<file path="src/hw/srw_pkg.sv">
// Purpose: constants and carrier types for the supply reset and watchdog supervisor
// Assumes: 125 MHz system clock, internal time base tick derived from it
// Notes:   times kept in their own unit, cycle counts derived from them
package srw_pkg;
    // system clock
    localparam int unsigned CLK_PERIOD_NS   = 8;
    // internal time base tick of 1 us
    localparam int unsigned TICK_NS         = 1000;
    localparam int unsigned TICK_CYCLES     = (TICK_NS + CLK_PERIOD_NS - 1) / CLK_PERIOD_NS;
    // times in time-base ticks (microseconds)
    localparam int unsigned POR_DELAY_US    = 15000;
    localparam int unsigned REACTION_US     = 4;
    localparam int unsigned SAMPLE_US       = 64;
    localparam int unsigned WD_PERIOD_US    = 60000;
    localparam int unsigned WD_RESET_US     = 240;
    // reset value of the reset line output enable: pulling low
    localparam logic        RST_OE_RESET    = 1'b1;

    // supervisor phases
    typedef enum logic [1:0] {
        SRW_POWER_DOWN,
        SRW_POR_DELAY,
        SRW_RUN,
        SRW_WD_RESET
    } srw_phase_t;

    // synchronised pin levels
    typedef struct packed {
        logic [2:0] supply_ok;
        logic [2:0] trig;
        logic [2:0] wd_en;
        logic       supply_lvl;
        logic       trig_lvl;
        logic       wd_en_lvl;
    } srw_sync_t;

    // whole supervisor state
    typedef struct packed {
        srw_sync_t  sync;
        srw_phase_t phase;
        logic [9:0]  pre;
        logic [16:0] tmr;
        logic [3:0]  dip;
        logic [6:0]  samp;
        logic [3:0]  hist;
        logic [1:0]  hcnt;
        logic        rst_oe;
    } srw_state_t;
endpackage : srw_pkg

</file>
<file path="src/hw/srw_supervisor.sv">
// Purpose: power-on reset, undervoltage reset and watchdog for an external controller
// Assumes: supply comparator (with hysteresis) gives a logic level, pins asynchronous
// Notes:   reset line is open drain; only the output enable is ever asserted
// What this block does
// - after the supply first reaches threshold, reset stays low for the power-on delay, then releases.
// - a supply dip longer than the reaction time pulls reset low; shorter dips are ignored, except during the power-on delay, which any dip restarts.
// - the reset output is open drain active low, pulling low or releasing, never driving high.
// - the watchdog is disabled while the enable input is low.
// - the watchdog is enabled when the enable input is high or open, open reading high via pull-up.
// - each valid falling trigger edge before expiry restarts the watchdog period.
// - the trigger is sampled every sample period and two high then two low samples form a trigger.
// - a period without a valid trigger gives a reset pulse of the watchdog reset time.
// - reset and watchdog events drive only the reset output, nothing else.
`timescale 1ns/1ps
`default_nettype none
module srw_supervisor #(
    parameter int unsigned POR_TICKS  = srw_pkg::POR_DELAY_US,
    parameter int unsigned RR_TICKS   = srw_pkg::REACTION_US,
    parameter int unsigned SAM_TICKS  = srw_pkg::SAMPLE_US,
    parameter int unsigned WDP_TICKS  = srw_pkg::WD_PERIOD_US,
    parameter int unsigned WDR_TICKS  = srw_pkg::WD_RESET_US,
    parameter int unsigned TICK_CYC   = srw_pkg::TICK_CYCLES
) (
    // clock and reset
    input  wire logic clock,
    input  wire logic resetn,
    // supply comparator: high while supply above threshold
    input  wire logic supply_above_threshold,
    // watchdog pins
    input  wire logic wd_trigger_in,
    input  wire logic wd_enable_in,
    // open-drain reset line: output value and enable
    output logic      reset_out_n_o,
    output logic      reset_out_n_oe
);
    // elaboration checks against counter widths
    if (POR_TICKS < 1 || POR_TICKS > 131071 || WDP_TICKS < 1 || WDP_TICKS > 131071 ||
        WDR_TICKS < 1 || WDR_TICKS > 131071 || RR_TICKS < 1 || RR_TICKS > 15 ||
        SAM_TICKS < 1 || SAM_TICKS > 127 ||
        TICK_CYC < 1 || TICK_CYC > 1023) begin : g_bad
        $error("srw_supervisor: parameter out of range");
    end

    srw_pkg::srw_state_t s_q;
    srw_pkg::srw_state_t s_d;

    logic tick;
    logic sup_ok;
    logic wd_on;
    logic sample_now;
    logic trig_valid;

    // agreed pin levels and time base strobes
    always_comb begin
        tick       = (s_q.pre == 10'(TICK_CYC - 1));
        sup_ok     = s_q.sync.supply_lvl;
        wd_on      = s_q.sync.wd_en_lvl;
        sample_now = tick && (s_q.samp == 7'(SAM_TICKS - 1));
        trig_valid = sample_now && (s_q.hist[2:0] == 3'b110) && !s_q.sync.trig_lvl;
    end

    // next state
    always_comb begin
        s_d = s_q;
        s_d.sync.supply_ok = {s_q.sync.supply_ok[1:0], supply_above_threshold};
        s_d.sync.trig      = {s_q.sync.trig[1:0], wd_trigger_in};
        s_d.sync.wd_en     = {s_q.sync.wd_en[1:0], wd_enable_in};
        // a level moves only once second and third stages agree
        if (s_q.sync.supply_ok[1] == s_q.sync.supply_ok[2]) begin
            s_d.sync.supply_lvl = s_q.sync.supply_ok[2];
        end
        if (s_q.sync.trig[1] == s_q.sync.trig[2]) begin
            s_d.sync.trig_lvl = s_q.sync.trig[2];
        end
        if (s_q.sync.wd_en[1] == s_q.sync.wd_en[2]) begin
            s_d.sync.wd_en_lvl = s_q.sync.wd_en[2];
        end
        // time base prescaler
        s_d.pre = tick ? 10'h000 : s_q.pre + 10'h001;
        // dip filter, counts ticks below threshold
        if (sup_ok) begin
            s_d.dip = 4'h0;
        end else if (tick && s_q.dip != 4'hf) begin
            s_d.dip = s_q.dip + 4'h1;
        end
        unique case (s_q.phase)
            srw_pkg::SRW_POWER_DOWN: begin
                s_d.rst_oe = 1'b1;
                s_d.tmr    = 17'h00000;
                if (sup_ok) begin
                    s_d.phase = srw_pkg::SRW_POR_DELAY;
                end
            end
            srw_pkg::SRW_POR_DELAY: begin
                s_d.rst_oe = 1'b1;
                if (!sup_ok) begin
                    s_d.phase = srw_pkg::SRW_POWER_DOWN;
                end else if (tick) begin
                    if (s_q.tmr == 17'(POR_TICKS - 1)) begin
                        s_d.phase  = srw_pkg::SRW_RUN;
                        s_d.rst_oe = 1'b0;
                        s_d.tmr    = 17'h00000;
                        s_d.samp   = 7'h00;
                        s_d.hist   = 4'h0;
                    end else begin
                        s_d.tmr = s_q.tmr + 17'h00001;
                    end
                end
            end
            srw_pkg::SRW_RUN: begin
                s_d.rst_oe = 1'b0;
                if (sample_now) begin
                    s_d.samp = 7'h00;
                    s_d.hist = {s_q.hist[2:0], s_q.sync.trig_lvl};
                end else if (tick) begin
                    s_d.samp = s_q.samp + 7'h01;
                end
                if (!wd_on || trig_valid) begin
                    s_d.tmr = 17'h00000;
                end else if (tick) begin
                    if (s_q.tmr == 17'(WDP_TICKS - 1)) begin
                        s_d.phase  = srw_pkg::SRW_WD_RESET;
                        s_d.rst_oe = 1'b1;
                        s_d.tmr    = 17'h00000;
                    end else begin
                        s_d.tmr = s_q.tmr + 17'h00001;
                    end
                end
            end
            srw_pkg::SRW_WD_RESET: begin
                s_d.rst_oe = 1'b1;
                if (tick) begin
                    if (s_q.tmr == 17'(WDR_TICKS - 1)) begin
                        s_d.phase  = srw_pkg::SRW_RUN;
                        s_d.rst_oe = 1'b0;
                        s_d.tmr    = 17'h00000;
                        s_d.samp   = 7'h00;
                        s_d.hist   = 4'h0;
                    end else begin
                        s_d.tmr = s_q.tmr + 17'h00001;
                    end
                end
            end
        endcase
        // undervoltage longer than reaction time overrides all
        if (tick && s_q.dip >= 4'(RR_TICKS) && !sup_ok) begin
            s_d.phase  = srw_pkg::SRW_POWER_DOWN;
            s_d.rst_oe = 1'b1;
            s_d.tmr    = 17'h00000;
        end
    end

    // state register
    always_ff @(posedge clock or negedge resetn) begin
        if (!resetn) begin
            s_q        <= '0;
            s_q.phase  <= srw_pkg::SRW_POWER_DOWN;
            s_q.rst_oe <= srw_pkg::RST_OE_RESET;
        end else begin
            s_q <= s_d;
        end
    end

    // open drain: value always low, only the enable moves
    assign reset_out_n_o  = 1'b0;
    assign reset_out_n_oe = s_q.rst_oe;

    property p_never_high;
        @(posedge clock) disable iff (!resetn) reset_out_n_o == 1'b0;
    endproperty
    a_never_high: assert property (p_never_high) else $error("reset line driven high");

    property p_run_released;
        @(posedge clock) disable iff (!resetn) (s_q.phase == srw_pkg::SRW_RUN) |-> !reset_out_n_oe;
    endproperty
    a_run_released: assert property (p_run_released) else $error("reset asserted while running");

    property p_por_release;
        @(posedge clock) disable iff (!resetn)
            (s_q.phase == srw_pkg::SRW_POR_DELAY && $past(s_q.phase) == srw_pkg::SRW_POWER_DOWN)
            |-> reset_out_n_oe [*8];
    endproperty
    a_por_release: assert property (p_por_release) else $error("power-on delay released early");

    property p_dip;
        @(posedge clock) disable iff (!resetn)
            (tick && !sup_ok && s_q.dip >= 4'(RR_TICKS)) |=> reset_out_n_oe;
    endproperty
    a_dip: assert property (p_dip) else $error("long dip did not reset");

    property p_disabled;
        @(posedge clock) disable iff (!resetn)
            (s_q.phase == srw_pkg::SRW_RUN && !wd_on) |=> (s_q.tmr == 17'h00000);
    endproperty
    a_disabled: assert property (p_disabled) else $error("watchdog ran while disabled");

    property p_enabled_runs;
        @(posedge clock) disable iff (!resetn)
            (s_q.phase == srw_pkg::SRW_RUN && wd_on && tick && !trig_valid && s_q.tmr == 17'h00000
             && sup_ok && s_q.dip == 4'h0) |=> (s_q.tmr == 17'h00001);
    endproperty
    a_enabled_runs: assert property (p_enabled_runs) else $error("enabled watchdog not counting");

    property p_retrigger;
        @(posedge clock) disable iff (!resetn)
            (s_q.phase == srw_pkg::SRW_RUN && trig_valid && sup_ok) |=> (s_q.tmr == 17'h00000);
    endproperty
    a_retrigger: assert property (p_retrigger) else $error("valid trigger did not restart");

    property p_pattern;
        @(posedge clock) disable iff (!resetn)
            trig_valid |-> (sample_now && s_q.hist[2:1] == 2'b11 && !s_q.hist[0]);
    endproperty
    a_pattern: assert property (p_pattern) else $error("trigger without two high two low");

    // each sample instant in RUN must shift the agreed pin level into the history
    property p_hist_shift;
        @(posedge clock) disable iff (!resetn)
            (s_q.phase == srw_pkg::SRW_RUN && sample_now) |=> (s_q.hist[0] == $past(s_q.sync.trig_lvl));
    endproperty
    a_hist_shift: assert property (p_hist_shift) else $error("trigger sample not recorded");

    property p_expire;
        @(posedge clock) disable iff (!resetn)
            (s_q.phase == srw_pkg::SRW_RUN && wd_on && tick && !trig_valid && sup_ok
             && s_q.tmr == 17'(WDP_TICKS - 1)) |=> (reset_out_n_oe && s_q.phase == srw_pkg::SRW_WD_RESET);
    endproperty
    a_expire: assert property (p_expire) else $error("missed period gave no reset");

    property p_fresh;
        @(posedge clock) disable iff (!resetn)
            ($fell(reset_out_n_oe)) |-> (s_q.tmr == 17'h00000 && s_q.hist == 4'h0 && s_q.samp == 7'h00);
    endproperty
    a_fresh: assert property (p_fresh) else $error("release without fresh period");

endmodule : srw_supervisor
`default_nettype wire

</file>
<file path="config.mk">
export PLATFORM = sky130hd
export DESIGN_NAME = srw_supervisor
export DESIGN_NICKNAME = d
export VERILOG_FILES = /design/src/hw/srw_pkg.sv /design/src/hw/srw_supervisor.sv
export SDC_FILE = /design/constraint.sdc
export NUM_CORES = 1
export LEC_CHECK = 0
export BUFFER_PORTS_ARGS = -buffer_cell sky130_fd_sc_hd__buf_2
export CAP_MARGIN = 20
export CORE_UTILIZATION = 40
export DETAILED_ROUTE_END_ITERATION = 12
export PLACE_DENSITY = 0.56
export SLEW_MARGIN = 10
export SYNTH_ARGS = -nofsm -noshare
export SYNTH_HDL_FRONTEND = slang
export SYNTH_SLANG_ARGS = --single-unit
</file>
<file path="constraint.sdc">
create_clock -name clock -period 2.95 [get_ports clock]
set_clock_uncertainty 0.1 [all_clocks]
set_input_delay 0.885 -clock clock [delete_from_list [all_inputs] [get_ports clock]]
set_output_delay 0.885 -clock clock [all_outputs]
set_load 0.1 [all_outputs]
</file>
[After elaboration in Yosys (flattened, before gate mapping)]
Cells that the tools add are included.
Storage, ports and cells
  bits of input ports: 5
  logic and storage cells: 109
  output and inout bits: 2
  bits in registers: 56
Operators by class
  order comparisons: 1
  mux-type cells: 43
  equality and inequality tests: 31
  reduce and logical (&&, ||, !) cells: 17
  $add $sub $neg: 4
Operators with widths (count)
  $mux 17: 9
  $pmux 17 s4: 1
  $mux 11: 5
  $pmux 11 s3: 1
  $ne 3x3->1 const B: 9
  $mux 2: 10
  $add 17x1->17 const B: 1
  $eq 17x14->1 const B: 1
  $eq 17x16->1 const B: 1
  $eq 17x8->1 const B: 1
  $ne 4x4->1 const B: 4
  $mux 7: 2
  $reduce_and 7->1: 2
  $mux 4: 3
  $ne 2x2->1 const B: 6
  $add 10x1->10 const B: 1
  $eq 10x7->1 const B: 1
  $mux 10: 1
  $mux 1: 9
  $pmux 2 s4: 1
  $reduce_and 8->1: 1
  $add 7x1->7 const B: 1
  $eq 7x6->1 const B: 1
  $logic_and 1x1->1: 6
  13 further kinds: 18

[Depth between registers and ports, before layout]
  depth in word-level cells: 8
  depth in mapped cells: 10

[Least setup slack after synthesis]
Ideal clock, no wire load.
  path kind: reg-to-reg
  from: register s_q[18] (netlist bit)
  to: register s_q[33] (netlist bit)
  stages on the path, launching flop included: 10
  setup slack: 571 ps
  period minus slack after synthesis: 2379 ps
  buffers on the path: 2
  arrival: 2153 ps
  data required time: 2724 ps
  cells stage by stage: dfrtp_1 ha_1 nand3_2 or4_4 nor2_4 o221a_2 buf_6 nor3_4 buf_6 a221o_1
On the way
  cells in the longest elaborated chain, start to end: 6
  elaborated cells on any way between the ends: 14
Ends and longest elaborated chain
  start, declared: RTL line srw_supervisor.sv:44  | srw_pkg::srw_state_t s_q;
  $add 17x1->17, or another cell as far along: RTL line srw_supervisor.sv:106, srw_supervisor.sv:126, srw_supervisor.sv:140
  $mux 17 (on tied branches): RTL line srw_supervisor.sv:121, srw_supervisor.sv:99
  $mux 17 (on tied branches): RTL line srw_supervisor.sv:120, srw_supervisor.sv:98
  $mux 17 (on tied branches): RTL line srw_supervisor.sv:118, srw_supervisor.sv:96
  $pmux 17 s4 *: RTL line srw_supervisor.sv:86  | unique case (s_q.phase)
  $mux 17 *: RTL line srw_supervisor.sv:146  | if (tick && s_q.dip >= 4'(RR_TICKS) && !sup_ok) begin
Every way passes the cells marked *; elsewhere a longest branch is shown, timed or not. The select of a mux whose other input is x is not followed.
A chain may end at the register's enable or synchronous reset.

[Worst setup path after layout]
  from: register s_q[7] (netlist bit)
  to: register s_q[18] (netlist bit)
On the way
  cells in the longest elaborated chain, start to end: 8
  elaborated cells on any way between the ends: 10
Ends and longest elaborated chain
  $eq 7x6->1 *: RTL line srw_supervisor.sv:58  | sample_now = tick && (s_q.samp == 7'(SAM_TICKS - 1));
  $logic_and 1x1->1 *: RTL line srw_supervisor.sv:58
  $logic_and 1x1->1 * (2 in series): RTL line srw_supervisor.sv:59  | trig_valid = sample_now && (s_q.hist[2:0] == 3'b110) && !s_q.sync.trig_lvl;
  $logic_or 1x1->1 *: RTL line srw_supervisor.sv:118  | if (!wd_on || trig_valid) begin
  $mux 17: RTL line srw_supervisor.sv:118
  $pmux 17 s4: RTL line srw_supervisor.sv:86
  $mux 17: RTL line srw_supervisor.sv:146
Every way passes the cells marked *; elsewhere a longest branch is shown, timed or not.

==> reports/metrics.yaml <==
synth-seq-cells: 56
finalCritPeriodShare: 0.865
die_y_um: 87.9
nFillCells: 674
fp.dieArea_mm2: 0.00773
hp-class: "reg2reg"
vias: 2224
ys_types: 60
crit_fanout: 16
gp_congestion: 0.839
clkLatencyLatePin_ps: 310
worst_ir_drop_vdd_uv: 242
multi_input_area_mm2: 0.00141
wire_per_inst_um: 15.3
drtIter0Drc: 103
synth_cells: 298
p_switching_mw: 0.411
power.internal_mw: 1.09
tightest_slew_ps: 822
viasPerCell: 5.56
initial_core_util: 0.425
syn_nets: 308
drt_wl_total_um: 6110
async_flop_share: 1.00
ant_nets: 0
crit_arrival_ps: 2710
grt_max_degree: 30
final_util: 0.458
hpwl_um: 4220
leakage_nw: 1.33
p_comb_frac: 0.112
hold_buffers: 0
clkPwrFrac: 0.344
root_buffer: "clkbuf_8"
yosys_warnings: 0
antennaDiodeCount: 0
first_global_vias: 2160
seq_area_mm2: 0.00140
antenna_found_initial: 0
tns_ps: 0
worstSetupPathType: "reg2reg"
status: "complete, no violations"
synth_area_mm2: 0.00295
clockBufferDepth: 2
first_pass_iters: 4
setup_viol: 0
fmax_mhz: 392
synth-seq-area-share: 0.475
maxCapViolCount: 0
power_density_mw_per_mm2: 471
placed_area_mm2: 0.00307
p_seq_frac: 0.543
nets: 313
p_sw_frac: 0.274
critPathRequiredTime_ps: 3110
clock_sinks: 56
syn_to_final_growth_pct: 7.71
grt_pass1_wl_um: 10400
htree_levels: 2
finalMaxSlewViolations: 0
design_area_mm2: 0.00318
cts-buffers-inserted: 5
track_usage: 0.175
fp.dieW_um: 87.9
cts_resized: 0
hold_ws_ps: 256
crit_path_end_kind: "register"
core_area_mm2: 0.00694
fin_total_pwr_mw: 1.50
hold_viol: 0
synth_edf_count: 0
synth_ff_type: "dfrtp_1"
placementRows: 30
io_buffers: 5
drc_errors: 0
cts_tree: "done"
syn_avg_cell_area_um2: 9.91
pin_count: 7
clk_pin_slew_ps: 100
finalCriticalPeriod_ps: 2550
cp-start-kind: "register"
slew_headroom: 0.448
rsz0062_at_grt: "false"
grt_overflow: 0
post-cts-setup-buffer-count: 0
drive_above_1_share: 0.115
-- state kept, by name, indices dropped and copies added, names as in the netlist --
name	cells
reset_out_n_oe	1
s_q	47
wd_on	1
s_d	6
sup_ok	1
-- Yosys cell counts (3+ instances only) --
cell type	number	area, um2
a21o_1	3	22.5
a21oi_1	6	30.0
a221o_1	13	130
and3_1	3	18.8
buf_2	5	25.0
buf_4	3	22.5
buf_6	3	33.8
clkbuf_1	5	18.8
dfrtp_1	55	1380
ha_1	5	62.6
inv_1	9	33.8
maj3_1	3	30.0
mux2i_1	4	40.0
nand2_1	21	78.8
nand3_1	27	135
nand4_1	9	56.3
nor2_1	37	139
nor3_1	12	60.1
nor4_1	3	18.8
nor4b_1	3	26.3
o21a_1	3	22.5
o21ai_0	7	35.0
or2_2	3	18.8
or3_1	3	18.8
xnor2_1	6	52.6
xor2_1	4	35.0
-- layer usage --
| layer | track usage | up-vias | part of all wire |
|---|---|---|---|
| met5 | 0 | - | 0 |
| met4 | 0.0507 | 0 | 0.0093 |
| met3 | 0.0311 | 5 | 0.032 |
| met2 | 0.288 | 32 | 0.46 |
| met1 | 0.236 | 1084 | 0.50 |
| li1 | - | 1103 | - |
-- power by group through the flow --
stage | logic (mW) | clock network (mW) | registers (mW)
5_1_grt | 0.184 | 0.559 | 0.817
3_5_place_dp | 0.170 | 0 | 0.829
6_report | 0.168 | 0.516 | 0.814
2_1_floorplan | 0.126 | 0 | 0.828
4_1_cts | 0.171 | 0.534 | 0.814
3_3_place_gp | 0.168 | 0 | 0.828
-- cell type report --
type,count,share of cell area
flip-flops and latches,56,0.441
inverters,9,0.0106
multi-input cells,216,0.444
well taps,96,0.0378
repair buffers,15,0.0315
clock inverters,2,0.0122
clock buffers,6,0.0228
-- worst paths after layout --
kind | start | to | slack (ps) | depth (start not counted)
max | s_q[7]$_DFFE_PN0P_ | s_q[18]$_DFFE_PN0P_ | 400 | 7
min | s_d[57]$_DFF_PN0_ | s_d[58]$_DFF_PN0_ | 260 | 0
max reg2reg | s_q[7]$_DFFE_PN0P_ | s_q[18]$_DFFE_PN0P_ | 400 | 7
min reg2reg | s_d[57]$_DFF_PN0_ | s_d[58]$_DFF_PN0_ | 260 | 0
max in group asynchronous | resetn | reset_out_n_oe$_DFF_PN1_ | 1950 | 2
min in group asynchronous | resetn | s_q[40]$_DFF_PN0_ | 470 | 2
-- placed cells by master, fill, tap and decap left out, types with 4 or more instances in the layout --
| master | instances |
|---|---|
| nor3_1 | 12 |
| mux2i_1 | 4 |
| ha_1 | 5 |
| xor2_1 | 4 |
| a21oi_1 | 6 |
| inv_1 | 9 |
| clkbuf_8 | 5 |
| dfrtp_1 | 55 |
| nand2_1 | 21 |
| nand3_1 | 27 |
| o21ai_0 | 7 |
| nand4_1 | 9 |
| buf_4 | 10 |
| buf_2 | 5 |
| nor2_1 | 37 |
| a221o_1 | 13 |
| xnor2_1 | 6 |
-- cells by family (layout without fill, tap and decap cells) --
| group | count (synthesis) | count (layout) | share of synthesized area |
|---|---|---|---|
| and+or+nand+nor | 136 | 136 | 0.245 |
| AOI/OAI and AO/OA | 56 | 56 | 0.154 |
| DFF | 56 | 56 | 0.475 |
| buffers and inverters | 26 | 32 | 0.0466 |
| xor gates and xnor gates | 10 | 10 | 0.0297 |
| adders and majority gates | 8 | 8 | 0.0314 |
| muxes | 5 | 5 | 0.0174 |
| other | 1 | 1 | 0.00127 |
-- worst max-delay path, cell delays in order (launching register included) --
cell      delay (ps)
dfrtp_1          420
ha_1             240
and3_1           220
nand4b_1         170
o211ai_1         150
o221a_2          340
nor3_4           600
mux2_2           270
-- per-stage QoR --
| step | worst slack (ps) | std cells |
|---|---|---|
| finish | 397 | 400 |
| global route | 237 | 400 |
| CTS | 377 | 400 |
| detailed placement | 401 | 392 |
| global placement | 435 | 392 |
| floorplan | 571 | 298 |
(Power assumes the default switching activity.)
